$ cat config.mk
export PLATFORM = sky130hd
export DESIGN_NAME = dbsm_monitor
export DESIGN_NICKNAME = d
export VERILOG_FILES = /design/src/hdl/dbsm_monitor.v
export VERILOG_INCLUDE_DIRS = /design/src /design/src/hdl
export SDC_FILE = /design/constraint.sdc
export NUM_CORES = 1
export LEC_CHECK = 0
export BUFFER_PORTS_ARGS = -buffer_cell sky130_fd_sc_hd__clkbuf_2
export CORE_MARGIN = 5
export CORE_UTILIZATION = 55
export CTS_CLUSTER_DIAMETER = 120
export DETAILED_ROUTE_END_ITERATION = 16
export PLACE_DENSITY = 0.81
export SETUP_SLACK_MARGIN = 0.02
export SYNTH_ARGS = -nofsm -noshare
export SYNTH_HDL_FRONTEND = slang
export SYNTH_SLANG_ARGS = --single-unit
$ cat constraint.sdc
create_clock -name clk_i -period 3.3 [get_ports clk_i]
set_clock_uncertainty 0.1 [all_clocks]
set_input_delay 0.33 -clock clk_i [delete_from_list [all_inputs] [get_ports clk_i]]
set_output_delay 0.33 -clock clk_i [all_outputs]
set_load 0.005 [all_outputs]
$ cat src/hdl/dbsm_defines.vh
// Constants for the decoder error rate and sync monitor.
// Assumes an 8-bit register port with a 5-bit address, 20 MHz system clock.
`ifndef DBSM_DEFINES_VH
`define DBSM_DEFINES_VH

// Register port offsets
`define DBSM_ADDR_W 5
`define DBSM_OFS_ERR_RES_A 5'h03
`define DBSM_OFS_ERR_RES_B 5'h04
`define DBSM_OFS_SYNC_PER 5'h08
`define DBSM_OFS_SYNC_NORM 5'h09
`define DBSM_OFS_ERR_PER_A 5'h0A
`define DBSM_OFS_ERR_PER_B 5'h0B
`define DBSM_OFS_ERR_PER_C 5'h0C
`define DBSM_OFS_ERR_APPLY 5'h18

// Error rate monitor
`define DBSM_CODE_PER_UNIT 10'h3E8
`define DBSM_CODE_PRE_W 10
`define DBSM_PERIOD_W 24
`define DBSM_ERR_W 16
`define DBSM_ERR_RST 16'h0001
`define DBSM_ERR_SAT 16'h0000
`define DBSM_ERR_PRE_W 3
`define DBSM_ERR_PRE_LAST 3'h7
`define DBSM_DONE_EDGES 2'h2

// Sync monitor
`define DBSM_SYNC_W 8
`define DBSM_TCNT_W 16
`define DBSM_NCNT_W 12
`define DBSM_NORM_STEP_SH 3
`define DBSM_NORM_OFFSET 12'h004

// Port data
`define DBSM_BYTE_ZERO 8'h00

`endif

$ cat src/hdl/dbsm_monitor.v
// Error rate and normalization rate monitors of a convolutional decoder.
// Assumes every pin input is asynchronous to clk_i; the decoder output clock
// is sampled and edge detected, so it must run well below half of clk_i.
`timescale 1ns/1ps
`include "dbsm_defines.vh"

module dbsm_monitor #(
	parameter RX_DELAY = 4,
	parameter [6:0] GEN_A = 7'h79,
	parameter [6:0] GEN_B = 7'h5B
) (
	input wire clk_i,
	input wire arst_n_i,
	input wire decoder_output_clock_i,
	input wire decoded_bit_i,
	input wire [1:0] rx_code_i,
	input wire normalization_i,
	input wire trellis_mode_i,
	input wire [`DBSM_ADDR_W-1:0] proc_addr_i,
	input wire [7:0] proc_data_i,
	input wire proc_cs_n_i,
	input wire proc_wr_n_i,
	input wire proc_rd_n_i,
	output reg [7:0] proc_data_o,
	output reg proc_data_oe_n_o,
	output reg error_measure_done_o,
	output reg sync_good_o,
	output reg sync_lost_o
);

////////////////////////////////////////////////////////////////////////////////
// Allowed normalizations from the programmed limit
function [`DBSM_NCNT_W-1:0] dbsm_allowed;
	input [`DBSM_SYNC_W-1:0] neg_cnt;
	reg [`DBSM_NCNT_W-1:0] cnt;
	begin
		cnt = {4'h0, (~neg_cnt) + 8'h01};
		dbsm_allowed = ((cnt - 12'h001) << `DBSM_NORM_STEP_SH) + `DBSM_NORM_OFFSET;
	end
endfunction

////////////////////////////////////////////////////////////////////////////////
// Pin synchronisers, two flops each
localparam SYN_W = 3 + 2 + 1 + `DBSM_ADDR_W + 8 + 3;
wire [SYN_W-1:0] pins_raw;
reg [SYN_W-1:0] pins_s1_r;
reg [SYN_W-1:0] pins_s2_r;
assign pins_raw = {decoder_output_clock_i, decoded_bit_i, normalization_i, rx_code_i,
	trellis_mode_i, proc_addr_i, proc_data_i, proc_cs_n_i, proc_wr_n_i, proc_rd_n_i};

always @(posedge clk_i or negedge arst_n_i) begin
	if (!arst_n_i) begin
		pins_s1_r <= {SYN_W{1'b0}};
		pins_s2_r <= {SYN_W{1'b1}};
	end else begin
		pins_s1_r <= pins_raw;
		pins_s2_r <= pins_s1_r;
	end
end

wire dclk_s;
wire dbit_s;
wire norm_s;
wire [1:0] rx_s;
wire trellis_s;
wire [`DBSM_ADDR_W-1:0] addr_s;
wire [7:0] wdata_s;
wire cs_n_s;
wire wr_n_s;
wire rd_n_s;
assign {dclk_s, dbit_s, norm_s, rx_s, trellis_s, addr_s, wdata_s, cs_n_s, wr_n_s, rd_n_s} =
	pins_s2_r;

////////////////////////////////////////////////////////////////////////////////
// Decoder clock edge and write strobe
reg dclk_d_r;
reg wr_n_d_r;
wire bit_tick;
wire wr_stb;
always @(posedge clk_i or negedge arst_n_i) begin
	if (!arst_n_i) begin
		// Match the all-ones sync stage so reset gives no false edge
		dclk_d_r <= 1'b1;
		wr_n_d_r <= 1'b1;
	end else begin
		dclk_d_r <= dclk_s;
		wr_n_d_r <= wr_n_s;
	end
end
assign bit_tick = dclk_s & ~dclk_d_r;
// Write taken on release, data settled by then
assign wr_stb = wr_n_s & ~wr_n_d_r & ~cs_n_s;
wire sync_load;
assign sync_load = wr_stb & (addr_s == `DBSM_OFS_SYNC_PER);

////////////////////////////////////////////////////////////////////////////////
// Register file
reg [`DBSM_SYNC_W-1:0] sync_period_count_r;
reg [`DBSM_SYNC_W-1:0] sync_normalization_limit_r;
reg [`DBSM_PERIOD_W-1:0] error_period_stage_r;
reg [`DBSM_PERIOD_W-1:0] error_period_live_r;
reg apply_req_r;
always @(posedge clk_i or negedge arst_n_i) begin
	if (!arst_n_i) begin
		sync_period_count_r <= `DBSM_BYTE_ZERO;
		sync_normalization_limit_r <= `DBSM_BYTE_ZERO;
		error_period_stage_r <= {`DBSM_PERIOD_W{1'b0}};
		error_period_live_r <= {`DBSM_PERIOD_W{1'b0}};
		apply_req_r <= 1'b0;
	end else begin
		apply_req_r <= 1'b0;
		if (wr_stb) begin
			case (addr_s)
			`DBSM_OFS_SYNC_PER: sync_period_count_r <= wdata_s;
			`DBSM_OFS_SYNC_NORM: sync_normalization_limit_r <= wdata_s;
			`DBSM_OFS_ERR_PER_A: error_period_stage_r[7:0] <= wdata_s;
			`DBSM_OFS_ERR_PER_B: error_period_stage_r[15:8] <= wdata_s;
			`DBSM_OFS_ERR_PER_C: error_period_stage_r[23:16] <= wdata_s;
			`DBSM_OFS_ERR_APPLY: begin
				error_period_live_r <= error_period_stage_r;
				apply_req_r <= 1'b1;
			end
			default: ;
			endcase
		end
	end
end

////////////////////////////////////////////////////////////////////////////////
// Re-encode and compare
reg [6:0] enc_sr_r;
reg [2*RX_DELAY-1:0] rx_dly_r;
reg [1:0] bit_err_r;
wire [1:0] miss;
wire [6:0] enc_win;
wire [1:0] reenc;
assign enc_win = {dbit_s, enc_sr_r[6:1]};
assign reenc = {^(enc_win & GEN_B), ^(enc_win & GEN_A)};
assign miss = reenc ^ rx_dly_r[2*RX_DELAY-1:2*RX_DELAY-2];

always @(posedge clk_i or negedge arst_n_i) begin
	if (!arst_n_i) begin
		enc_sr_r <= 7'h00;
		rx_dly_r <= {2*RX_DELAY{1'b0}};
		bit_err_r <= 2'h0;
	end else begin
		bit_err_r <= 2'h0;
		if (bit_tick) begin
			enc_sr_r <= enc_win;
			rx_dly_r <= {rx_dly_r[2*RX_DELAY-3:0], rx_s};
			bit_err_r <= {miss[1] & miss[0], miss[1] ^ miss[0]};
		end
	end
end

////////////////////////////////////////////////////////////////////////////////
// Error rate measurement
reg ber_run_r;
reg ber_tick_r;
reg [`DBSM_CODE_PRE_W-1:0] code_pre_r;
reg [`DBSM_PERIOD_W-1:0] code_cnt_r;
reg [`DBSM_ERR_PRE_W-1:0] err_pre_r;
reg [`DBSM_ERR_W-1:0] err_acc_r;
reg [`DBSM_ERR_W-1:0] err_hold_r;
reg [1:0] done_cnt_r;
wire ber_en;
wire [3:0] err_sum;
wire err_carry;
wire unit_end;
wire period_end;
assign ber_en = ber_run_r & ~trellis_s;
assign err_sum = {1'b0, err_pre_r} + {2'h0, bit_err_r};
assign err_carry = err_sum[3] & (err_acc_r != `DBSM_ERR_SAT);
assign unit_end = (code_pre_r == `DBSM_CODE_PER_UNIT - 10'h002);
assign period_end = ber_tick_r & unit_end & (code_cnt_r == {`DBSM_PERIOD_W{1'b1}});

always @(posedge clk_i or negedge arst_n_i) begin
	if (!arst_n_i) begin
		ber_run_r <= 1'b0;
		ber_tick_r <= 1'b0;
		code_pre_r <= {`DBSM_CODE_PRE_W{1'b0}};
		code_cnt_r <= {`DBSM_PERIOD_W{1'b0}};
		err_pre_r <= {`DBSM_ERR_PRE_W{1'b0}};
		err_acc_r <= `DBSM_ERR_RST;
		err_hold_r <= `DBSM_ERR_RST;
		done_cnt_r <= 2'h0;
		error_measure_done_o <= 1'b0;
	end else begin
		// Stage delay lines the counter up with the compare result
		ber_tick_r <= bit_tick;
		if (apply_req_r) begin
			ber_run_r <= 1'b1;
			code_pre_r <= {`DBSM_CODE_PRE_W{1'b0}};
			code_cnt_r <= error_period_live_r;
			err_pre_r <= {`DBSM_ERR_PRE_W{1'b0}};
			err_acc_r <= `DBSM_ERR_RST;
		end else if (ber_en && ber_tick_r) begin
			// two code bits per decoded bit
			if (unit_end) begin
				code_pre_r <= {`DBSM_CODE_PRE_W{1'b0}};
				code_cnt_r <= code_cnt_r + 24'h000001;
			end else begin
				code_pre_r <= code_pre_r + 10'h002;
			end
			if (period_end) begin
				err_hold_r <= err_carry ? err_acc_r + 16'h0001 : err_acc_r;
				code_cnt_r <= error_period_live_r;
				err_pre_r <= {`DBSM_ERR_PRE_W{1'b0}};
				err_acc_r <= `DBSM_ERR_RST;
			end else if (err_acc_r != `DBSM_ERR_SAT) begin
				err_pre_r <= err_sum[2:0];
				// wrap lands on zero and sticks
				if (err_sum[3])
					err_acc_r <= err_acc_r + 16'h0001;
			end
		end
		if (period_end && ber_en) begin
			done_cnt_r <= `DBSM_DONE_EDGES;
			error_measure_done_o <= 1'b1;
		end else if (bit_tick && done_cnt_r != 2'h0) begin
			done_cnt_r <= done_cnt_r - 2'h1;
			error_measure_done_o <= (done_cnt_r != 2'h1);
		end
	end
end

////////////////////////////////////////////////////////////////////////////////
// Normalization rate monitor
reg [`DBSM_TCNT_W-1:0] t_cnt_r;
reg [`DBSM_NCNT_W-1:0] n_cnt_r;
reg norm_d_r;
wire norm_evt;
wire t_end;
wire over_limit;
assign norm_evt = norm_s & ~norm_d_r;
assign t_end = bit_tick & (t_cnt_r == {`DBSM_TCNT_W{1'b1}});
assign over_limit = n_cnt_r > dbsm_allowed(sync_normalization_limit_r);

always @(posedge clk_i or negedge arst_n_i) begin
	if (!arst_n_i) begin
		t_cnt_r <= {`DBSM_TCNT_W{1'b0}};
		n_cnt_r <= {`DBSM_NCNT_W{1'b0}};
		norm_d_r <= 1'b1;
		sync_good_o <= 1'b0;
		sync_lost_o <= 1'b0;
	end else begin
		norm_d_r <= norm_s;
		sync_lost_o <= 1'b0;
		if (sync_load) begin
			// new period value restarts the test
			t_cnt_r <= {wdata_s, `DBSM_BYTE_ZERO};
			n_cnt_r <= {`DBSM_NCNT_W{1'b0}};
		end else if (t_end) begin
			sync_good_o <= ~over_limit;
			sync_lost_o <= over_limit;
			t_cnt_r <= {sync_period_count_r, 8'h00};
			n_cnt_r <= {`DBSM_NCNT_W{1'b0}};
		end else begin
			if (bit_tick)
				t_cnt_r <= t_cnt_r + 16'h0001;
			// Saturate so a long burst cannot wrap under the limit
			if (norm_evt && n_cnt_r != {`DBSM_NCNT_W{1'b1}})
				n_cnt_r <= n_cnt_r + 12'h001;
		end
	end
end

////////////////////////////////////////////////////////////////////////////////
// Read port, drives only while selected and reading
always @(posedge clk_i or negedge arst_n_i) begin
	if (!arst_n_i) begin
		proc_data_o <= `DBSM_BYTE_ZERO;
		proc_data_oe_n_o <= 1'b1;
	end else begin
		proc_data_oe_n_o <= cs_n_s | rd_n_s;
		case (addr_s)
		`DBSM_OFS_ERR_RES_A: proc_data_o <= err_hold_r[7:0];
		`DBSM_OFS_ERR_RES_B: proc_data_o <= err_hold_r[15:8];
		default: proc_data_o <= `DBSM_BYTE_ZERO;
		endcase
	end
end

endmodule // dbsm_monitor

==> out/results.ini, run 1 <==
[outcome]
status=finished clean

[floorplan]
io_pins=36
die_w_um=151
rows=51
die_h_um=151
core_area_um2=19500
start_util_pct=56.0
die_area_um2=22800

[cts]
htreeDepth=1
clk_pin_slew_ns=0.06
numClockSinks=240
clockBufferDepth=3
clk_latency_ns=0.55
cts_root_buffer=clkbuf_16
numCtsBuffers=26
cts_tree=built

[worst_setup_path]
cp-start-kind=flip-flop
path_max_fanout=5
path_cells=inv_1 -> ha_4 -> nor2b_2 -> a21o_1 -> a31oi_1 -> or3_1 -> mux2i_1 -> xnor2_1 -> ha_1 -> nand4_1 -> nor2_1 -> a21oi_1 -> o211ai_1 -> and3_1 -> nor2_1
worstSetupPathType=flip-flop to flip-flop
cp_data_arrival_time_ns=3.36
crit_path_max_incr_delay_ns=0.41
end_kind=flip-flop
cpMostUsedCell=nor2_1
path_buf_inv=1
crit_slowest_cell=dfrtp_1
cpLargestDelayFamily=simple AND/OR/NAND/NOR gates
crit_required_ns=3.62

[logic_synthesis]
synth_edf_count=0
avgSynthCellArea_um2=10.7
synth_top_area_share_pct=48.6
synth_area_leaders=dfrtp_1 (49%), dfstp_2 (6.7%), mux2_2 (5.6%)
synth_nets=1068
synth-main-ff-cell=dfrtp_1
yosys_warnings=0
synth.distinct_cells=64
yosysTopAreaCell=dfrtp_1
async_flop_share_pct=100
netlist_area_um2=10900
synth_seq_area_share_pct=55.3
synth-seq-cells=240
synthCells=1020

[power_and_ir_drop]
p_sw_share_pct=24.9
p_per_area_nw_per_um2=554
p_leak_nw=5.79
peakVddDrop_mv=0.526
p_switching_mw=1.74
pwr-share-comb_pct=10.0
power.internal_mw=5.25
p_clk_share_pct=41.7
seqPwrFrac_pct=48.3

[sta]
hold_viol_final=0
slew_violations=0
rsz0062_at_grt=false
worst_slack_ns=0.263
setup_viol=0
final.min_clock_period_ns=3.04
setup_tns_ns=0
tightest_slew_ns=0.938
slew_headroom_pct=37.5
timing.final.crit_share_pct=92.0
fmax_mhz=329

[finish]
num_antenna_cells=0
fin_cells=1373
n_fill_cell=1518
multiInputGateArea_um2=4680
final_nets=1137
drive_above_1_share_pct=19.3
final_cell_area_um2=12600
area_growth_pct=15.6
seqCellArea_um2=6040

[route]
firstDrtPassIters=5
ant_nets=0
drt-vias-per-instance=5.79
drtIter0Drc=578
vias=7946
routedWlPerCell_um=16.7
drc_errors=0
detail_route.wirelength_um=22900

[global_routing]
grt_pass1_wl_um=38900
gr-usage-all-layers_pct=20.8
grt_pass1_vias=7874
grt_max_degree=105
grt_overflow=0
antenna_found_initial=0

[flow_run]
max-cap-violations=0

[place]
dpl.cell_count=1303
portBuffers=35
post-place-ws_ns=0.0875
place.gp.congestion=0.880
placed_cell_area_um2=11500
dp_hpwl_um=15100

[hold_path]
hold_path.class=flip-flop to flip-flop

==> metal layers <==
layer	up-vias	track usage [%]	part of all wire, %
met4	0	5.89	2.5
met2	222	34.7	49
li1	3766	-	-
met1	3907	28.2	43
met5	-	0	0
met3	51	3.74	5.3
==> kinds of logic after synthesis <==
logic type / Yosys count / share of synthesized area, %
adders and majority gates: 24 / 2.82
and+or+nand+nor: 405 / 18.4
DFF: 240 / 55.3
muxes: 62 / 6.30
xor gates and xnor gates: 60 / 4.81
AOI/OAI and AO/OA: 170 / 10.1
buffers and inverters: 59 / 2.28
==> cell type report <==
class,count,area share (%)
Tap cell,265,2.63
Inverter,16,0.476
Sequential cell,240,47.8
Timing Repair Buffer,84,5.03
Clock buffer,36,5.61
Multi-Input combinational cell,721,37.1
Clock inverter,11,1.32
==> placed cells by master (no fill, tap or decap), drive strengths merged, types with 27 or more instances in the layout <==
| cell | instances |
|---|---|
| clkbuf | 70 |
| xor2 | 30 |
| dfstp | 28 |
| o21ai | 59 |
| nand3 | 38 |
| nor2 | 70 |
| a21oi | 44 |
| xnor2 | 30 |
| dfrtp | 212 |
| mux2 | 54 |
| nand2 | 147 |
| buf | 27 |
==> cells in the mapped netlist (all sizes together) (23+ instances only) <==
| library cell | n |
|---|---|
| xnor2 | 30 |
| dfstp | 28 |
| xor2 | 30 |
| nand4 | 26 |
| nand3 | 38 |
| mux2 | 54 |
| nor2 | 70 |
| dfrtp | 212 |
| o21ai | 59 |
| nor3 | 25 |
| ha | 23 |
| a21oi | 44 |
| nand2 | 147 |
| clkbuf | 38 |
==> power groups by stage <==
stage | registers [mW] | logic, mW | clock network, mW
6_report | 3.38 | 0.702 | 2.91
5_1_grt | 3.41 | 0.794 | 3.10
4_1_cts | 3.37 | 0.703 | 2.97
3_5_place_dp | 3.42 | 0.674 | 0
3_3_place_gp | 3.41 | 0.630 | 0
2_1_floorplan | 3.35 | 0.479 | 0
==> repair_timing <==
| item | CTS | global route |
|---|---|---|
| hold endpoints to repair | 115 | 0 |
| gates resized for setup | 0 | 6 |
| hold buffers | 23 | 0 |
| setup endpoints to repair | 0 | 2 |
| setup buffers | 0 | 0 |
==> per-stage QoR <==
stage               total power, mW  utilization [%]  hold slack (ns)
floorplan                      3.83                -          -0.0656
CTS                            7.05             64.6            0.251
global placement               4.04             58.9            0.234
detailed placement             4.09             58.9            0.237
finish                         6.99             64.7            0.250
global route                   7.30             64.7            0.258
==> state kept, by name, indices dropped and copies added, names as in the netlist, 8 cells and up <==
register                    count
t_cnt_r                        16
sync_period_count_r             8
pins_s2_r                      22
err_hold_r                     16
code_cnt_r                     24
proc_data_o                     8
err_acc_r                      16
error_period_live_r            24
rx_dly_r                        8
pins_s1_r                      22
sync_normalization_limit_r      8
n_cnt_r                        12
error_period_stage_r           24
code_pre_r                      9
==> final timing paths <==
kind / from / to / slack [ns] / cells past startpoint
max: sync_normalization_limit_r[1]$_DFFE_PN0P_ / sync_good_o$_DFFE_PN0P_ / 0.26 / 15
min: pins_s1_r[15]$_DFF_PN0_ / pins_s2_r[15]$_DFF_PN1_ / 0.25 / 0
max reg2reg: sync_normalization_limit_r[1]$_DFFE_PN0P_ / sync_good_o$_DFFE_PN0P_ / 0.26 / 15
min reg2reg: pins_s1_r[15]$_DFF_PN0_ / pins_s2_r[15]$_DFF_PN1_ / 0.25 / 0
max in group asynchronous: arst_n_i / pins_s2_r[18]$_DFF_PN1_ / 1.85 / 3
min in group asynchronous: arst_n_i / sync_normalization_limit_r[1]$_DFFE_PN0P_ / 0.35 / 2
Note: power is estimated with default switching activity, not from simulation.
==> inputs of run 2 (changes only) <==
--- a/config.mk
+++ b/config.mk
@@ -7,7 +7,6 @@
 export NUM_CORES = 1
 export LEC_CHECK = 0
 export BUFFER_PORTS_ARGS = -buffer_cell sky130_fd_sc_hd__clkbuf_2
-export CORE_MARGIN = 5
 export CORE_UTILIZATION = 55
 export CTS_CLUSTER_DIAMETER = 120
 export DETAILED_ROUTE_END_ITERATION = 16
==> run 2 against run 1 <==
Effect of this change: sequential share of layout area hardly changed; setup slack lost 0.046 ns; global-route usage increased by 3.3 points; sequential cell count is the same; register-to-register slack got worse by 0.05 ns; largest cell class unchanged.
==> out/results.ini, run 2 (synthesis gave the netlist of run 1 again) <==
[cts]
clk_pin_slew_ns=0.06
clk_latency_ns=0.55
numCtsBuffers=26
cts_tree=built
clockBufferDepth=3
post-cts-setup-buffers=0
numClockSinks=240
cts_root_buffer=clkbuf_16
htreeDepth=1

[worst_setup_path]
cp_data_arrival_time_ns=3.45
reg2reg_slack_ns=0.22
worstSetupPathType=flip-flop to flip-flop
end_kind=flip-flop
path_max_fanout=6
crit_required_ns=3.67
r2r_end=sync_good_o$_DFFE_PN0P_
r2r_cells=15
r2r_start=sync_normalization_limit_r[0]$_DFFE_PN0P_
cp-start-kind=flip-flop

[global_routing]
grt_overflow=0
antenna_found_initial=0
grt_max_degree=107
grt_pass1_wl_um=39200
grt_pass1_vias=7857
gr-usage-all-layers_pct=24.1

[sta]
worst_slack_ns=0.218
rsz0062_at_grt=false
hold_viol_final=0
setup_viol=0
tightest_slew_ns=1.01
fmax_mhz=324
setup_tns_ns=0
final.min_clock_period_ns=3.08
timing.final.crit_share_pct=93.4
slew_violations=0
slew_headroom_pct=32.6

[floorplan]
rows=51
io_pins=36
die_area_um2=20400
core_area_um2=19500
die_w_um=143
start_util_pct=56.1
die_h_um=143

[hold_path]
min_to=pins_s2_r[13]$_DFF_PN1_
min_from=pins_s1_r[13]$_DFF_PN0_
hold_depth=0
hold_path.class=flip-flop to flip-flop

[power_and_ir_drop]
p_total_mw=6.98
p_leak_nw=5.79
p_per_area_nw_per_um2=553
peakVddDrop_mv=0.469

[place]
portBuffers=35
place.gp.congestion=0.862
post-place-ws_ns=0.0905
dpl.cell_count=1306
dp_hpwl_um=15200

[route]
drtIter0Drc=487
firstDrtPassIters=5
vias=8003
routedWlPerCell_um=17.0
ant_nets=0
drt-vias-per-instance=5.82
drc_errors=0
detail_route.wirelength_um=23300

[finish]
fin_cells=1374
mostFrequentLayoutCells=dfrtp_1 (211), nand2_1 (147), nor2_1 (69), mux2_2 (54), a21oi_1 (44)
drive_above_1_share_pct=19.6
multiInputGateArea_um2=4690
n_fill_cell=1460
final_nets=1140
mostFrequentLayoutCell=dfrtp_1
area_growth_pct=15.7
seqCellArea_um2=6040
num_antenna_cells=0
top_regs=code_cnt_r x24, error_period_live_r x24, error_period_stage_r x24

[flow_run]
max-cap-violations=0

[outcome]
status=finished clean

-- run 2: cell types whose count changed in the layout (fill, tap and decap cells not counted), sizes merged --
cell	delta
inv	-1
clkinv	-3
clkbuf	+2
buf	+3
-- run 2: how the worst max path moves through the flow --
stage | startpoint | to | slack, ns | depth (start not counted)
after floorplan | sync_normalization_limit_r[0]$_DFFE_PN0P_ | sync_good_o$_DFFE_PN0P_ | 0.43 | 15
after global placement | sync_normalization_limit_r[0]$_DFFE_PN0P_ | sync_good_o$_DFFE_PN0P_ | 0.30 | 15
after detailed placement | sync_normalization_limit_r[0]$_DFFE_PN0P_ | sync_good_o$_DFFE_PN0P_ | 0.09 | 15
after CTS | sync_normalization_limit_r[0]$_DFFE_PN0P_ | sync_good_o$_DFFE_PN0P_ | 0.03 | 15
after global routing | sync_normalization_limit_r[0]$_DFFE_PN0P_ | sync_good_o$_DFFE_PN0P_ | 0.008 | 15
final | sync_normalization_limit_r[0]$_DFFE_PN0P_ | sync_good_o$_DFFE_PN0P_ | 0.22 | 15
-- run 2: layer usage --
layer	wire, µm	track usage (%)	up-vias
li1	-	-	3764
met2	11400	39.6	238
met5	0	0	-
met1	10000	32.7	3935
met3	1130	3.19	66
met4	762	9.17	0
-- run 2: report_power, final --
part | internal [mW] | switching [mW]
registers | 3.17 | 0.213
clock network | 1.76 | 1.15
logic | 0.325 | 0.371
-- run 2: metrics by stage --
| step | utilization [%] | hold WS (ns) | area, µm² |
|---|---|---|---|
| final | 64.9 | 0.249 | 12600 |
| after global routing | 64.9 | 0.254 | 12600 |
| after CTS | 64.8 | 0.250 | 12600 |
| after detailed placement | 59.2 | 0.237 | 11500 |
| after global placement | 59.2 | 0.234 | 11500 |
| after floorplan | - | -0.0656 | 10900 |
-- run 2: area by class of cell --
class | instances | area share, %
Clock buffer | 38 | 5.74
Clock inverter | 7 | 1.07
Inverter | 16 | 0.475
Multi-Input combinational cell | 721 | 37.1
Sequential cell | 240 | 47.8
Tap cell | 265 | 2.62
Timing Repair Buffer | 87 | 5.21
-- run 2: timing repair --
item,in CTS,in global routing
hold endpoints to repair,118,0
resized for setup,0,9
hold buffers,23,0
setup endpoints to repair,0,2
-- run 2: worst max-delay path, cell delays in order, from the launching register on --
cell	delay [ns]
dfrtp_2	0.45
inv_2	0.13
ha_4	0.18
nor2b_2	0.18
a21o_1	0.16
a31oi_1	0.09
or3_1	0.38
mux2i_1	0.19
xnor2_1	0.14
ha_1	0.27
nand4_1	0.15
nor2_2	0.07
a21oi_1	0.14
o211ai_1	0.10
and3_1	0.20
nor2_1	0.10
==> inputs of run 3 (changes only) <==
--- a/config.mk
+++ b/config.mk
@@ -10,6 +10,7 @@
 export CORE_UTILIZATION = 55
 export CTS_CLUSTER_DIAMETER = 120
 export DETAILED_ROUTE_END_ITERATION = 16
+export MAX_ROUTING_LAYER = met4
 export PLACE_DENSITY = 0.81
 export SETUP_SLACK_MARGIN = 0.02
 export SYNTH_ARGS = -nofsm -noshare
==> run 3 against run 2 <==
Effect of this change: power about the same; combinational power about the same; die area unchanged; routed wire length about the same; critical path depth unchanged; cell count unchanged; utilization unchanged; clock-buffer cell count unchanged; sequential power about the same; hold slack about the same; clock power about the same; design area unchanged; largest cell class unchanged; largest power group unchanged.
==> out/results.ini, run 3 (synthesis gave the netlist of run 1 again) <==
[worst_setup_path]
crit_required_ns=3.67
path_cells=inv_2 -> ha_4 -> nor2b_2 -> a21o_1 -> a31oi_1 -> or3_1 -> mux2i_1 -> xnor2_1 -> ha_1 -> nand4_1 -> nor2_2 -> a21oi_1 -> o211ai_1 -> and3_1 -> nor2_1
crit_slowest_cell=dfrtp_2
critPathLaunch=sync_normalization_limit_r[0]$_DFFE_PN0P_
crit_path_max_incr_delay_ns=0.45
r2r_start=sync_normalization_limit_r[0]$_DFFE_PN0P_
cpLargestDelayFamily=simple AND/OR/NAND/NOR gates
path_buf_inv=1
cp-start-kind=flip-flop
worstSetupPathType=flip-flop to flip-flop
path_max_fanout=6
end_kind=flip-flop
cp_data_arrival_time_ns=3.46

[sta]
setup_tns_ns=0
timing.final.crit_share_pct=93.6
hold_viol_final=0
slew_violations=0
setup_viol=0
slew_headroom_pct=34.0
final.min_clock_period_ns=3.09
rsz0062_at_grt=false
tightest_slew_ns=0.990
fmax_mhz=324

[finish]
num_antenna_cells=0
final_nets=1140
mostFrequentLayoutCells=dfrtp_1 (211), nand2_1 (147), nor2_1 (69), mux2_2 (54), a21oi_1 (44)
area_growth_pct=15.7
multiInputGateArea_um2=4690
final_cell_area_um2=12600
n_fill_cell=1460
drive_above_1_share_pct=19.6
top_regs=code_cnt_r x24, error_period_live_r x24, error_period_stage_r x24
mostFrequentLayoutCell=dfrtp_1
seqCellArea_um2=6040
final_util_pct=64.9

[floorplan]
io_pins=36
start_util_pct=56.1
die_w_um=143
die_area_um2=20400
rows=51
core_area_um2=19500
die_h_um=143

[power_and_ir_drop]
p_clk_share_pct=41.6
p_leak_nw=5.79
power.internal_mw=5.25
peakVddDrop_mv=0.469
p_sw_share_pct=24.8
p_per_area_nw_per_um2=552
p_switching_mw=1.73
pwr-share-comb_pct=9.9
seqPwrFrac_pct=48.4

[route]
vias=8008
firstDrtPassIters=5
detail_route.wirelength_um=23300
drt-vias-per-instance=5.83
drc_errors=0
routedWlPerCell_um=17.0
ant_nets=0
drtIter0Drc=470

[place]
dp_hpwl_um=15200
placed_cell_area_um2=11500
portBuffers=35
place.gp.congestion=0.875

[cts]
cts_root_buffer=clkbuf_16
numClockSinks=240
clk_latency_ns=0.55
clockBufferDepth=3
cts_tree=built
clk_pin_slew_ns=0.06
post-cts-setup-buffers=0
htreeDepth=1
numCtsBuffers=26

[global_routing]
grt_max_degree=107
grt_pass1_wl_um=39100
gr-usage-all-layers_pct=24.8
grt_overflow=0
grt_pass1_vias=7858
antenna_found_initial=0

[hold_path]
hold_path.class=flip-flop to flip-flop
min_from=pins_s1_r[21]$_DFF_PN0_

[flow_run]
max-cap-violations=0

[outcome]
status=finished clean

run 3: layout make-up:
| class | count | share of cell area [%] |
|---|---|---|
| Clock inverter | 7 | 1.07 |
| Clock buffer | 38 | 5.74 |
| Tap cell | 265 | 2.62 |
| Inverter | 16 | 0.475 |
| Sequential cell | 240 | 47.8 |
| Timing Repair Buffer | 87 | 5.21 |
| Multi-Input combinational cell | 721 | 37.1 |
run 3: timing repair:
item,in CTS,in global routing
gates resized for setup,0,9
hold buffers,23,0
setup endpoints to repair,0,2
hold endpoints to repair,118,0
run 3: metal layers:
layer / vias to the layer above / part of all wire, % / global-route usage (%)
li1: 3764 / - / -
met3: 66 / 4.8 / 3.19
met2: 238 / 49 / 39.6
met4: 0 / 3.3 / 9.17
met5: - / 0 / -
met1: 3940 / 43 / 32.6
run 3: worst register-to-register path, stage by stage, from the launching register on:
cell and delay, ns:
dfrtp_2 0.45, inv_2 0.13, ha_4 0.18, nor2b_2 0.18, a21o_1 0.16, a31oi_1 0.09
or3_1 0.38, mux2i_1 0.20, xnor2_1 0.14, ha_1 0.27, nand4_1 0.15, nor2_2 0.07
a21oi_1 0.14, o211ai_1 0.10, and3_1 0.20, nor2_1 0.10
run 3: metrics by stage:
step                cells  power [mW]  hold WS (ns)  worst slack [ns]
floorplan            1020        3.83       -0.0656             0.427
global placement     1306        4.03         0.234             0.296
detailed placement   1306        4.08         0.237            0.0905
CTS                  1374        7.02         0.250            0.0290
global route         1374        7.29         0.254           0.00774
finish               1374        6.98         0.249             0.213
run 3: final timing paths:
check                                      endpoint  slack [ns]  cells after the start
max                         sync_good_o$_DFFE_PN0P_        0.21                     15
min reg2reg                 pins_s2_r[21]$_DFF_PN1_        0.25                      0
min in group asynchronous  proc_data_o[1]$_DFF_PN0_        0.31                      2
min                         pins_s2_r[21]$_DFF_PN1_        0.25                      0
max in group asynchronous    pins_s2_r[5]$_DFF_PN1_        1.82                      3
max reg2reg                 sync_good_o$_DFFE_PN0P_        0.21                     15
run 3: power by group through the flow:
stage | Combinational (mW) | Sequential (mW) | Clock [mW]
final | 0.694 | 3.38 | 2.91
after global placement | 0.619 | 3.41 | 0
after floorplan | 0.479 | 3.35 | 0
after CTS | 0.691 | 3.38 | 2.95
after global routing | 0.790 | 3.41 | 3.09
after detailed placement | 0.657 | 3.42 | 0
